File: src/hdl/plsc_pkg.sv
package plsc_pkg;
   // ----------------------------------------------------------------
   // timing
   // ----------------------------------------------------------------
   localparam int CLK_KHZ       = 50000;         // core_clk rate
   localparam int MAXWAIT_US    = 97500;         // long wait, 97.5 ms
   localparam int MINWAIT_US    = 975;           // short wait, 975 us
   // nominal figure sits mid tolerance, so no rounding is needed
   localparam int MAXWAIT_CYC   = MAXWAIT_US * (CLK_KHZ / 1000);
   localparam int MINWAIT_CYC   = MINWAIT_US * (CLK_KHZ / 1000);
   localparam int TMR_W         = 23;            // fits 4,875,000
   localparam int WD_W          = 10;            // watchdog window width
   localparam logic [WD_W-1:0] WD_WIN_LAST = 10'h3FF; // 1024-cycle window

   // ----------------------------------------------------------------
   // register map (byte addresses)
   // ----------------------------------------------------------------
   localparam logic [3:0] REG_CTRL   = 4'h0;     // control bits
   localparam logic [3:0] REG_MARGIN = 4'h4;     // margin threshold
   localparam logic [3:0] REG_WDMIN  = 4'h8;     // min transitions
   localparam logic [3:0] REG_STATUS = 4'hC;     // read-only status
   localparam logic [7:0] MARGIN_RST = 8'h80;    // threshold at reset
   localparam logic [7:0] WDMIN_RST  = 8'h10;    // transitions at reset

   // ----------------------------------------------------------------
   // line symbols and training field phases
   // ----------------------------------------------------------------
   localparam logic [1:0] SYM_ZERO    = 2'h0;    // ternary 0
   localparam logic [1:0] SYM_POS     = 2'h1;    // ternary +1
   localparam logic [1:0] SYM_NEG     = 2'h3;    // ternary -1
   localparam logic [1:0] PHASE_TRAIN = 2'h0;    // training phase
   localparam logic [1:0] PHASE_CDOWN = 2'h1;    // countdown phase

   // ----------------------------------------------------------------
   // types
   // ----------------------------------------------------------------
   typedef enum logic [1:0] {TXM_N, TXM_I, TXM_T, TXM_Z} plsc_txmode_t;
   typedef enum logic [3:0] {
      ST_DISABLE, ST_INIT_MAX, ST_SILENT, ST_TRAINING,
      ST_COUNTDOWN, ST_IDLE1, ST_IDLE2, ST_SEND_DATA
   } plsc_state_t;
   typedef struct packed {
      logic [1:0] phase;        // top two bits of the field
      logic       rcvr_ok;      // receiver status bit
      logic       slave_tx_en;  // slave may transmit
      logic       data_ready;   // ready to receive data
      logic [2:0] rsvd;         // sent as zero
   } plsc_info_t;
   typedef struct packed {
      logic [3:0] rsvd;         // reserved
      logic       reset;        // attachment sublayer reset
      logic       slave_tx_en;  // master ready for slave
      logic       master;       // role: 1 master, 0 slave
      logic       link_en;      // link control enable
   } plsc_ctrl_t;
   typedef struct packed {
      logic       min_exp;      // short wait expired
      logic       max_exp;      // long wait expired
      logic       wd_ok;        // activity watchdog
      logic       margin_ok;    // local margin
      logic       rem_drdy;     // remote data ready
      logic       rem_rcvr;     // remote receiver status
      logic       loc_drdy;     // local data ready
      logic       link_ok;      // link health
      logic [1:0] tx_mode;      // transmit mode
      logic [3:0] state;        // control state
   } plsc_status_t;
   typedef struct packed {
      logic       wr;           // write strobe
      logic       rd;           // read strobe
      logic [3:0] addr;         // byte address
      logic [7:0] wdata;        // write data, low byte
   } plsc_bus_t;
endpackage : plsc_pkg

File: src/hdl/plsc_ctrl.sv
module plsc_ctrl #(
   parameter int unsigned MAXWAIT_CYCLES = plsc_pkg::MAXWAIT_CYC, // long
   parameter int unsigned MINWAIT_CYCLES = plsc_pkg::MINWAIT_CYC  // short
) (
   input  logic                 core_clk,       // 50 MHz core clock
   input  logic                 srst,           // sync reset, high
   input  plsc_pkg::plsc_bus_t  bus,            // register port
   output logic [31:0]          rdata_q,        // read data, next cycle
   input  logic                 loc_rcvr_ok,    // receiver reliable
   input  logic                 pcs_status_ok,  // coding sublayer OK
   input  logic [7:0]           snr_metric,     // receiver margin
   input  logic [1:0]           rx_symb,        // received ternary
   input  logic                 rx_lock,        // field decoder locked
   input  logic                 rx_info_valid,  // field decoded, pulse
   input  plsc_pkg::plsc_info_t rx_info,        // received field
   input  logic                 pfc_reached,    // switch frame reached
   input  logic                 partner_pam3,   // partner now ternary
   input  logic [1:0]           tx_symb_in,     // coder symbol
   output logic [1:0]           tx_symb_q,      // line symbol
   output plsc_pkg::plsc_txmode_t tx_mode_q,    // transmit mode
   output plsc_pkg::plsc_info_t info_q,         // outgoing field
   output logic                 config_q,       // 1 master, 0 slave
   output logic                 link_status_q,  // 1 OK, 0 FAIL
   output logic                 local_margin_ok,// margin flag
   output logic                 loc_data_ready_q, // local ready
   output logic                 rem_rcvr_q,     // remote receiver
   output logic                 rem_drdy_q,     // remote ready
   output logic                 wd_ok_q         // activity watchdog
);
   import plsc_pkg::*;

   // ----------------------------------------------------------------
   // helpers
   // ----------------------------------------------------------------
   function automatic logic at_least(input logic [7:0] a,
                                     input logic [7:0] b);
      return a >= b;
   endfunction

   function automatic plsc_txmode_t mode_of(input plsc_state_t s);
      case (s)
         ST_SEND_DATA:          return TXM_N;
         ST_IDLE1, ST_IDLE2:    return TXM_I;
         ST_TRAINING,
         ST_COUNTDOWN:          return TXM_T;
         default:               return TXM_Z;
      endcase
   endfunction

   // only the three legal codes pass; the fourth becomes zero
   function automatic logic [1:0] ternary(input logic [1:0] s);
      return (s == SYM_POS || s == SYM_NEG) ? s : SYM_ZERO;
   endfunction

   // ----------------------------------------------------------------
   // registers
   // ----------------------------------------------------------------
   plsc_ctrl_t  ctrl_q;                         // control register
   logic [7:0]  margin_thr_q;                   // margin threshold
   logic [7:0]  wd_min_q;                       // transitions needed
   plsc_state_t state_q, state_d;               // control state
   logic        slave_en_rx_q;                  // partner permission
   logic        max_exp, min_exp;               // timer flags
   logic [1:0]  rx_prev_q;                      // last rx symbol
   logic [WD_W-1:0] wd_cnt_q;                   // window position
   logic [7:0]  tr_cnt_q;                       // transitions seen

   // reset control bit reaches everything but the register file,
   // otherwise software could never take it back off
   // sublayer-wide reset
   wire pma_rst = srst || ctrl_q.reset;

   // ----------------------------------------------------------------
   // register port decode
   // ----------------------------------------------------------------
   wire wr_ctrl   = bus.wr && bus.addr == REG_CTRL;
   wire wr_margin = bus.wr && bus.addr == REG_MARGIN;
   wire wr_wdmin  = bus.wr && bus.addr == REG_WDMIN;
   plsc_status_t status;
   assign status = '{min_exp: min_exp, max_exp: max_exp,
                     wd_ok: wd_ok_q, margin_ok: local_margin_ok,
                     rem_drdy: rem_drdy_q, rem_rcvr: rem_rcvr_q,
                     loc_drdy: loc_data_ready_q,
                     link_ok: link_status_q, tx_mode: tx_mode_q,
                     state: state_q};
   wire [31:0] rd_mux =
      (bus.addr == REG_CTRL)   ? {24'h000000, ctrl_q}       :
      (bus.addr == REG_MARGIN) ? {24'h000000, margin_thr_q} :
      (bus.addr == REG_WDMIN)  ? {24'h000000, wd_min_q}     :
      (bus.addr == REG_STATUS) ? {18'h00000, status}        :
                                 32'h00000000;

   // writes land at once; unmapped addresses read zero
   always_ff @(posedge core_clk) begin
      if (srst) begin
         ctrl_q       <= '0;
         margin_thr_q <= MARGIN_RST;
         wd_min_q     <= WDMIN_RST;
         rdata_q      <= '0;
      end else begin
         if (wr_ctrl)   ctrl_q       <= bus.wdata;
         if (wr_margin) margin_thr_q <= bus.wdata;
         if (wr_wdmin)  wd_min_q     <= bus.wdata;
         // data stand for the one cycle after the strobe only
         rdata_q <= bus.rd ? rd_mux : 32'h00000000;
      end
   end

   // ----------------------------------------------------------------
   // receive side flags
   // ----------------------------------------------------------------
   wire healthy = loc_rcvr_ok && pcs_status_ok && wd_ok_q;

   // flags from the partner's field; lost lock drops them at once
   always_ff @(posedge core_clk) begin
      if (pma_rst || !rx_lock) begin
         rem_rcvr_q    <= 1'b0;
         rem_drdy_q    <= 1'b0;
         slave_en_rx_q <= 1'b0;
      end else if (rx_info_valid) begin
         rem_rcvr_q    <= rx_info.rcvr_ok;
         rem_drdy_q    <= rx_info.data_ready;
         slave_en_rx_q <= rx_info.slave_tx_en;
      end
   end

   // local flags, all cleared while in reset
   always_ff @(posedge core_clk) begin
      if (pma_rst) begin
         loc_data_ready_q <= 1'b0;
         local_margin_ok  <= 1'b0;
      end else begin
         loc_data_ready_q <= loc_rcvr_ok && pcs_status_ok;
         local_margin_ok  <= at_least(snr_metric, margin_thr_q);
      end
   end

   // ----------------------------------------------------------------
   // ternary activity watchdog
   // ----------------------------------------------------------------
   // verdict only at window end, so it lags activity by one window
   wire wd_end = wd_cnt_q == WD_WIN_LAST;
   wire moved  = rx_symb != rx_prev_q;
   always_ff @(posedge core_clk) begin
      if (pma_rst) begin
         rx_prev_q <= SYM_ZERO;
         wd_cnt_q  <= '0;
         tr_cnt_q  <= '0;
         wd_ok_q   <= 1'b0;
      end else begin
         rx_prev_q <= rx_symb;
         wd_cnt_q  <= wd_cnt_q + 1'b1;
         if (wd_end) begin
            wd_ok_q  <= at_least(tr_cnt_q, wd_min_q);
            tr_cnt_q <= '0;
         end else if (moved && tr_cnt_q != 8'hFF) begin
            tr_cnt_q <= tr_cnt_q + 1'b1;
         end
      end
   end

   // ----------------------------------------------------------------
   // timers
   // ----------------------------------------------------------------
   wire entering  = state_d != state_q;
   wire max_start = entering && state_d == ST_INIT_MAX;
   wire max_stop  = entering && (state_d == ST_SEND_DATA ||
                                 state_d == ST_DISABLE);
   wire min_start = entering && (state_d == ST_SILENT ||
                    state_d == ST_TRAINING || state_d == ST_IDLE2 ||
                    state_d == ST_SEND_DATA);

   plsc_timer #(.LIMIT(MAXWAIT_CYCLES)) u_maxwait (
      .core_clk  (core_clk),
      .srst      (pma_rst),
      .start     (max_start),
      .stop      (max_stop),
      .expired_q (max_exp)
   );

   plsc_timer #(.LIMIT(MINWAIT_CYCLES)) u_minwait (
      .core_clk  (core_clk),
      .srst      (pma_rst),
      .start     (min_start),
      .stop      (1'b0),
      .expired_q (min_exp)
   );

   // ----------------------------------------------------------------
   // control state machine
   // ----------------------------------------------------------------
   // expiry with a fault fails
   wire max_fail = max_exp && !healthy;
   wire drop     = !ctrl_q.link_en || max_fail ||
                   (state_q == ST_SEND_DATA && !healthy);

   always_comb begin
      state_d = state_q;
      case (state_q)
         ST_DISABLE:
            if (ctrl_q.link_en) state_d = ST_INIT_MAX;
         ST_INIT_MAX:
            state_d = ST_SILENT;
         ST_SILENT:
            if (min_exp && (ctrl_q.master ||
                (slave_en_rx_q && local_margin_ok)))
               state_d = ST_TRAINING;
         ST_TRAINING:
            if (min_exp && loc_rcvr_ok && rem_rcvr_q)
               state_d = ST_COUNTDOWN;
         ST_COUNTDOWN:
            if (pfc_reached) state_d = ST_IDLE1;
         ST_IDLE1:
            if (partner_pam3) state_d = ST_IDLE2;
         ST_IDLE2:
            if (min_exp && loc_data_ready_q && rem_drdy_q)
               state_d = ST_SEND_DATA;
         ST_SEND_DATA:
            state_d = ST_SEND_DATA;
         default:
            state_d = ST_DISABLE;
      endcase
      if (drop) state_d = ST_DISABLE;
   end

   // state, selected mode and the outgoing field
   always_ff @(posedge core_clk) begin
      if (pma_rst) begin
         state_q   <= ST_DISABLE;
         tx_mode_q <= TXM_Z;
         info_q    <= '0;
      end else begin
         state_q   <= state_d;
         tx_mode_q <= mode_of(state_d);
         info_q.phase       <= (state_d == ST_COUNTDOWN) ? PHASE_CDOWN
                                                         : PHASE_TRAIN;
         info_q.rcvr_ok     <= loc_rcvr_ok;
         info_q.slave_tx_en <= ctrl_q.master && ctrl_q.slave_tx_en;
         info_q.data_ready  <= loc_data_ready_q;
         info_q.rsvd        <= '0;
      end
   end

   // ----------------------------------------------------------------
   // line symbols, role and link health
   // ----------------------------------------------------------------
   always_ff @(posedge core_clk) begin
      if (pma_rst) begin
         tx_symb_q     <= SYM_ZERO;
         config_q      <= 1'b0;
         link_status_q <= 1'b0;
      end else begin
         tx_symb_q     <= (tx_mode_q == TXM_Z) ? SYM_ZERO
                                               : ternary(tx_symb_in);
         config_q      <= ctrl_q.master;
         link_status_q <= healthy && ctrl_q.link_en &&
                          state_q == ST_SEND_DATA;
      end
   end

   // ----------------------------------------------------------------
   // checks
   // ----------------------------------------------------------------
   a_symb_ternary: assert property (@(posedge core_clk)
      disable iff (srst) tx_symb_q != 2'h2)
      else $error("line symbol outside the ternary set");

   a_slave_waits: assert property (@(posedge core_clk)
      disable iff (pma_rst)
      state_q == ST_SILENT && !ctrl_q.master && !slave_en_rx_q
      |=> state_q != ST_TRAINING)
      else $error("slave trained without permission");

   a_ready_and: assert property (@(posedge core_clk)
      disable iff (pma_rst)
      ##1 loc_data_ready_q == $past(loc_rcvr_ok && pcs_status_ok))
      else $error("local ready not the and of both");

   a_phase_cdown: assert property (@(posedge core_clk)
      disable iff (pma_rst)
      state_q == ST_COUNTDOWN |-> info_q.phase == PHASE_CDOWN)
      else $error("countdown phase bits wrong");

   a_rem_lost: assert property (@(posedge core_clk)
      disable iff (srst) !rx_lock |=> !rem_rcvr_q && !rem_drdy_q)
      else $error("remote status kept without a field");

   a_max_fail: assert property (@(posedge core_clk)
      disable iff (pma_rst)
      max_exp && !healthy |=> state_q == ST_DISABLE ##1 !link_status_q)
      else $error("long wait fault did not fail the link");

   a_min_dwell: assert property (@(posedge core_clk)
      disable iff (pma_rst)
      state_q == ST_TRAINING && !min_exp
      |=> state_q == ST_TRAINING || state_q == ST_DISABLE)
      else $error("left training before short wait");

   a_silent_zero: assert property (@(posedge core_clk)
      disable iff (pma_rst)
      state_q == ST_SILENT |-> tx_mode_q == TXM_Z ##1 tx_symb_q == SYM_ZERO)
      else $error("silent state not sending zeros");

   a_data_mode: assert property (@(posedge core_clk)
      disable iff (pma_rst)
      $rose(state_q == ST_SEND_DATA) |-> tx_mode_q == TXM_N && !max_exp)
      else $error("data state entry mode or long wait wrong");

   a_reset_flags: assert property (@(posedge core_clk)
      disable iff (srst)
      ctrl_q.reset |=> !link_status_q && !loc_data_ready_q &&
                       !rem_rcvr_q && !wd_ok_q && !local_margin_ok)
      else $error("flag not cleared under reset control");
endmodule // plsc_ctrl

File: src/hdl/plsc_timer.sv
module plsc_timer #(
   parameter int unsigned LIMIT = 16            // cycles to expiry
) (
   input  logic core_clk,                       // core clock
   input  logic srst,                           // sync reset, high
   input  logic start,                          // (re)start pulse
   input  logic stop,                           // stop pulse
   output logic expired_q                       // level, until restart or stop
);
   import plsc_pkg::*;

   // ----------------------------------------------------------------
   // down counter
   // ----------------------------------------------------------------
   logic [TMR_W-1:0] cnt_q;                     // cycles left
   logic             run_q;                     // timer running
   wire              hit = run_q && (cnt_q == '0);

   // start wins over stop, so a restart is never lost
   always_ff @(posedge core_clk) begin
      if (srst || stop && !start) begin
         cnt_q     <= '0;
         run_q     <= 1'b0;
         expired_q <= 1'b0;
      end else if (start) begin
         cnt_q     <= TMR_W'(LIMIT - 1);
         run_q     <= 1'b1;
         expired_q <= 1'b0;
      end else if (hit) begin
         run_q     <= 1'b0;
         expired_q <= 1'b1;
      end else if (run_q) begin
         cnt_q     <= cnt_q - 1'b1;
      end
   end
endmodule // plsc_timer
File: config.mk
export PLATFORM = sky130hd
export DESIGN_NAME = plsc_ctrl
export DESIGN_NICKNAME = d
export VERILOG_FILES = /design/src/hdl/plsc_pkg.sv /design/src/hdl/plsc_ctrl.sv /design/src/hdl/plsc_timer.sv
export SDC_FILE = /design/constraint.sdc
export NUM_CORES = 1
export LEC_CHECK = 0
export BUFFER_PORTS_ARGS = -buffer_cell sky130_fd_sc_hd__buf_2
export CAP_MARGIN = 25
export CORE_MARGIN = 2
export CORE_UTILIZATION = 28
export DETAILED_ROUTE_END_ITERATION = 10
export GPL_ROUTABILITY_DRIVEN = 0
export PLACE_DENSITY_LB_ADDON = 0.2
export SLEW_MARGIN = 20
export SYNTH_ARGS = -nofsm -noshare
export SYNTH_HDL_FRONTEND = slang
export SYNTH_SLANG_ARGS = --single-unit
File: constraint.sdc
create_clock -name core_clk -period 2.2 [get_ports core_clk]
set_clock_uncertainty 0.05 [all_clocks]
set_input_delay 0.44 -clock core_clk [delete_from_list [all_inputs] [get_ports core_clk]]
set_output_delay 0.44 -clock core_clk [all_outputs]
set_load 0.02 [all_outputs]
==> impl_metrics.csv <==
group,metric,value,unit
run_status,outcome,"complete, no violations",
detailed_routing,drcViolationCount,0,
power_and_ir_drop,power,0.00558,W
setup_path,crit_type,"flip-flop to flip-flop",
die,io_pins,93,
detailed_routing,wirelength,15300,um
global_routing,grt_usage,13.9,%
setup_path,end_kind,"flip-flop",
detailed_routing,postRouteAntennaNets,0,
logic_synthesis,synth_ff_type,"dfxtp_1",
logic_synthesis,yosysMostFrequentCell,"dfxtp_1",
power_and_ir_drop,ir_drop,0.000379,V
clock_network,cts_buffer_depth,2,
setup_path,required,2.45,ns
logic_synthesis,synthCells,698,
logic_synthesis,synth.avg_cell_area,8.75,sq um
die,initial_utilization,28.3,%
sta,tightest_slew,0.545,ns
logic_synthesis,synthArstFlopShare,0,%
detailed_routing,firstDrtPassIters,4,
detailed_routing,drtIter0Drc,232,
setup_path,crit_path_start_kind,"flip-flop",
setup_path,crit_start,"u_minwait.cnt_q[18]",
sta,timing.final.crit_share,99.5,%
global_routing,grt_max_degree,26,
sta,final_hold_viol_count,0,
global_routing,grt_pass1_wl,25100,um
detailed_routing,vias,5166,
logic_synthesis,synth_top_area_share,41.9,%
sta,fmax,0.457,GHz
power_and_ir_drop,power_density,696,nW/um^2
job,max_cap_viol_count,0,
layout,layout-drive-gt1-share,27.0,%
placed_design,hpwl,11100,um
logic_synthesis,yosysSeqAreaShare,41.9,%
logic_synthesis,yosysUniqueCellTypes,64,
placed_design,numPortBuffers,65,
clock_network,cts_tree,"built",
setup_path,crit_chain,"or4_4 -> or4_4 -> o31ai_4 -> buf_4 -> nor4_2 -> xnor2_1 -> o21ai_1",
logic_synthesis,synth_seq_cells,128,
sta,setup_viol,0,
clock_network,cts-buffers-inserted,17,
global_routing,antenna_found_initial,0,
logic_synthesis,synth_top_area_cell,"dfxtp_1",
sta,rsz0062_at_grt,"yes",
clock_network,root_buffer,"clkbuf_16",
sta,finalMaxSlewViolations,0,
setup_path,critPathMaxFanout,4,
layout,antenna_cells,0,
detailed_routing,routedWlPerCell,13.5,um
layout,design_area,8030,sq um
clock_network,cts_sinks,128,
logic_synthesis,yosysWarnings,0,
layout,nets,901,
logic_synthesis,synth_area,6110,sq um
clock_network,holdBufCountCts,0,
die,die_y,152,um
worst_hold_path,holdCritPathClass,"input port to flip-flop",
placed_design,dpl-instance-area,7240,sq um
layout,final_util,37.1,%
global_routing,grt_pass1_vias,4930,
global_routing,grt_overflow,0,
sta,finalCriticalPeriod,2.19,ns
logic_synthesis,synth_common_cells,"dfxtp_1, nor2_1, a21oi_1, nand2_1, xnor2_1",
sta,relSlewSlack,63.6,%
die,die_w,152,um
clock_network,path_clk_slew,0.06,ns
sta,fin_hold_ws,0.174,ns
clock_network,worstSkewPairLatency,0.42,ns
clock_network,h-tree-depth,4,
die,core,21600,sq um
logic_synthesis,synth_edf_count,0,
setup_path,cpMostUsedCell,"or4_4",
die,die-area,23000,sq um
setup_path,crit_slowest_cell,"or4_4",
logic_synthesis,synthTopCellsByArea,"dfxtp_1, nor2_1, xnor2_1, ha_1, mux2i_1",
setup_path,arrival,2.44,ns
layout,syn_to_final_growth,31.3,%
detailed_routing,avgViaCountPerCell,4.56,
worst_hold_path,min_from,"tx_symb_in[1]",
setup_path,cpPeakStageDelay,0.53,ns
setup_path,r2r_start,"u_minwait.cnt_q[18]",
die,placementRows,54,
power_and_ir_drop,p_leak,3.39,nW
worst max-delay path: cells and delay by family, from the launching register on:
family	cells	cell delay, ns
buffers and inverters	1	0.18
AND/OR/NAND/NOR	3	1.06
flip-flops	1	0.32
XOR/XNOR	1	0.13
AO/OA/AOI/OAI	2	0.34
cell usage in the layout (no fill, tap or decap), types with 6 or more instances in the layout:
cell / n
mux2i_1: 20
a21oi_1: 36
o21ai_1: 9
nor2_1: 99
xor2_1: 16
and3_1: 7
inv_1: 30
a22o_1: 8
ha_1: 20
conb_1: 23
clkbuf_16: 17
nor3_1: 22
or2_2: 6
xnor2_1: 33
nand2_1: 30
buf_2: 66
nor4_1: 12
nand3_1: 19
a211oi_1: 8
o21ai_0: 21
a22oi_1: 8
and2_1: 13
buf_4: 78
or3_1: 8
dfxtp_1: 124
nor4_2: 6
nand2b_1: 8
per-stage QoR:
stage	std cells	setup WS, ns	TNS (ns)
6_report	1132	0.0118	0
5_1_grt	1132	-0.111	-0.873
4_1_cts	1127	-0.00856	-0.00929
3_5_place_dp	1095	-0.0931	-0.682
3_3_place_gp	1095	-0.0897	-1.83
2_1_floorplan	720	0.00164	0
state kept, by name (all words and copies together) (netlist names), 2 cells and up:
signal           cells
tx_symb_q            2
u_minwait.cnt_q     23
tr_cnt_q             8
rx_prev_q            2
tx_mode_q            2
u_maxwait.cnt_q     23
rdata_q             14
info_q               4
state_q              4
wd_min_q             8
wd_cnt_q            10
margin_thr_q         8
ctrl_q               8
power breakdown:
group          total [W]  leakage (nW)  switching (W)  internal [W]
Combinational   0.000332          2.07       0.000199      0.000132
Clock            0.00288         0.285        0.00107       0.00181
Sequential       0.00237          1.04      0.0000235       0.00235
Total            0.00558          3.39        0.00129       0.00429
final timing paths:
kind / end / slack (ns) / cells past startpoint
worst max register to register: u_minwait.cnt_q[11] / 0.01 / 7
worst max-delay path: u_minwait.cnt_q[11] / 0.01 / 7
worst min-delay path: tx_symb_q[1] / 0.17 / 2
worst min register to register: wd_cnt_q[0] / 0.40 / 1
layout make-up:
cell class,instances,area [sq um]
Multi-Input combinational cell,513,3390
Fill cell,2251,13600
Sequential cell,128,2570
Tap cell,280,350
Timing Repair Buffer,149,998
Inverter,30,113
Clock buffer,19,443
Clock inverter,13,161
cell families after synthesis:
family          share of synthesized area [%]
xor+xnor                                 7.02
other cells                            0.0614
flops                                    41.9
simple gates                             23.7
buf+inv                                  6.41
mux                                      3.64
fa+ha+maj                                4.10
compound gates                           13.2
routing by layer:
layer | share of wire [%] | track usage (%)
met5 | 0 | 0
met4 | 1.3 | 4.31
met3 | 3.8 | 3.02
met2 | 44 | 21.6
met1 | 51 | 19.3
what timing repair did:
action / 4_1_cts / 5_1_grt
gates cloned: 0 / 1
setup buffers: 0 / 4
endpoints found under the setup margin: 33 / 51
pin swaps: 2 / 11
gates resized for setup: 12 / 24
No activity file was read; power rests on OpenSTA's default activity.
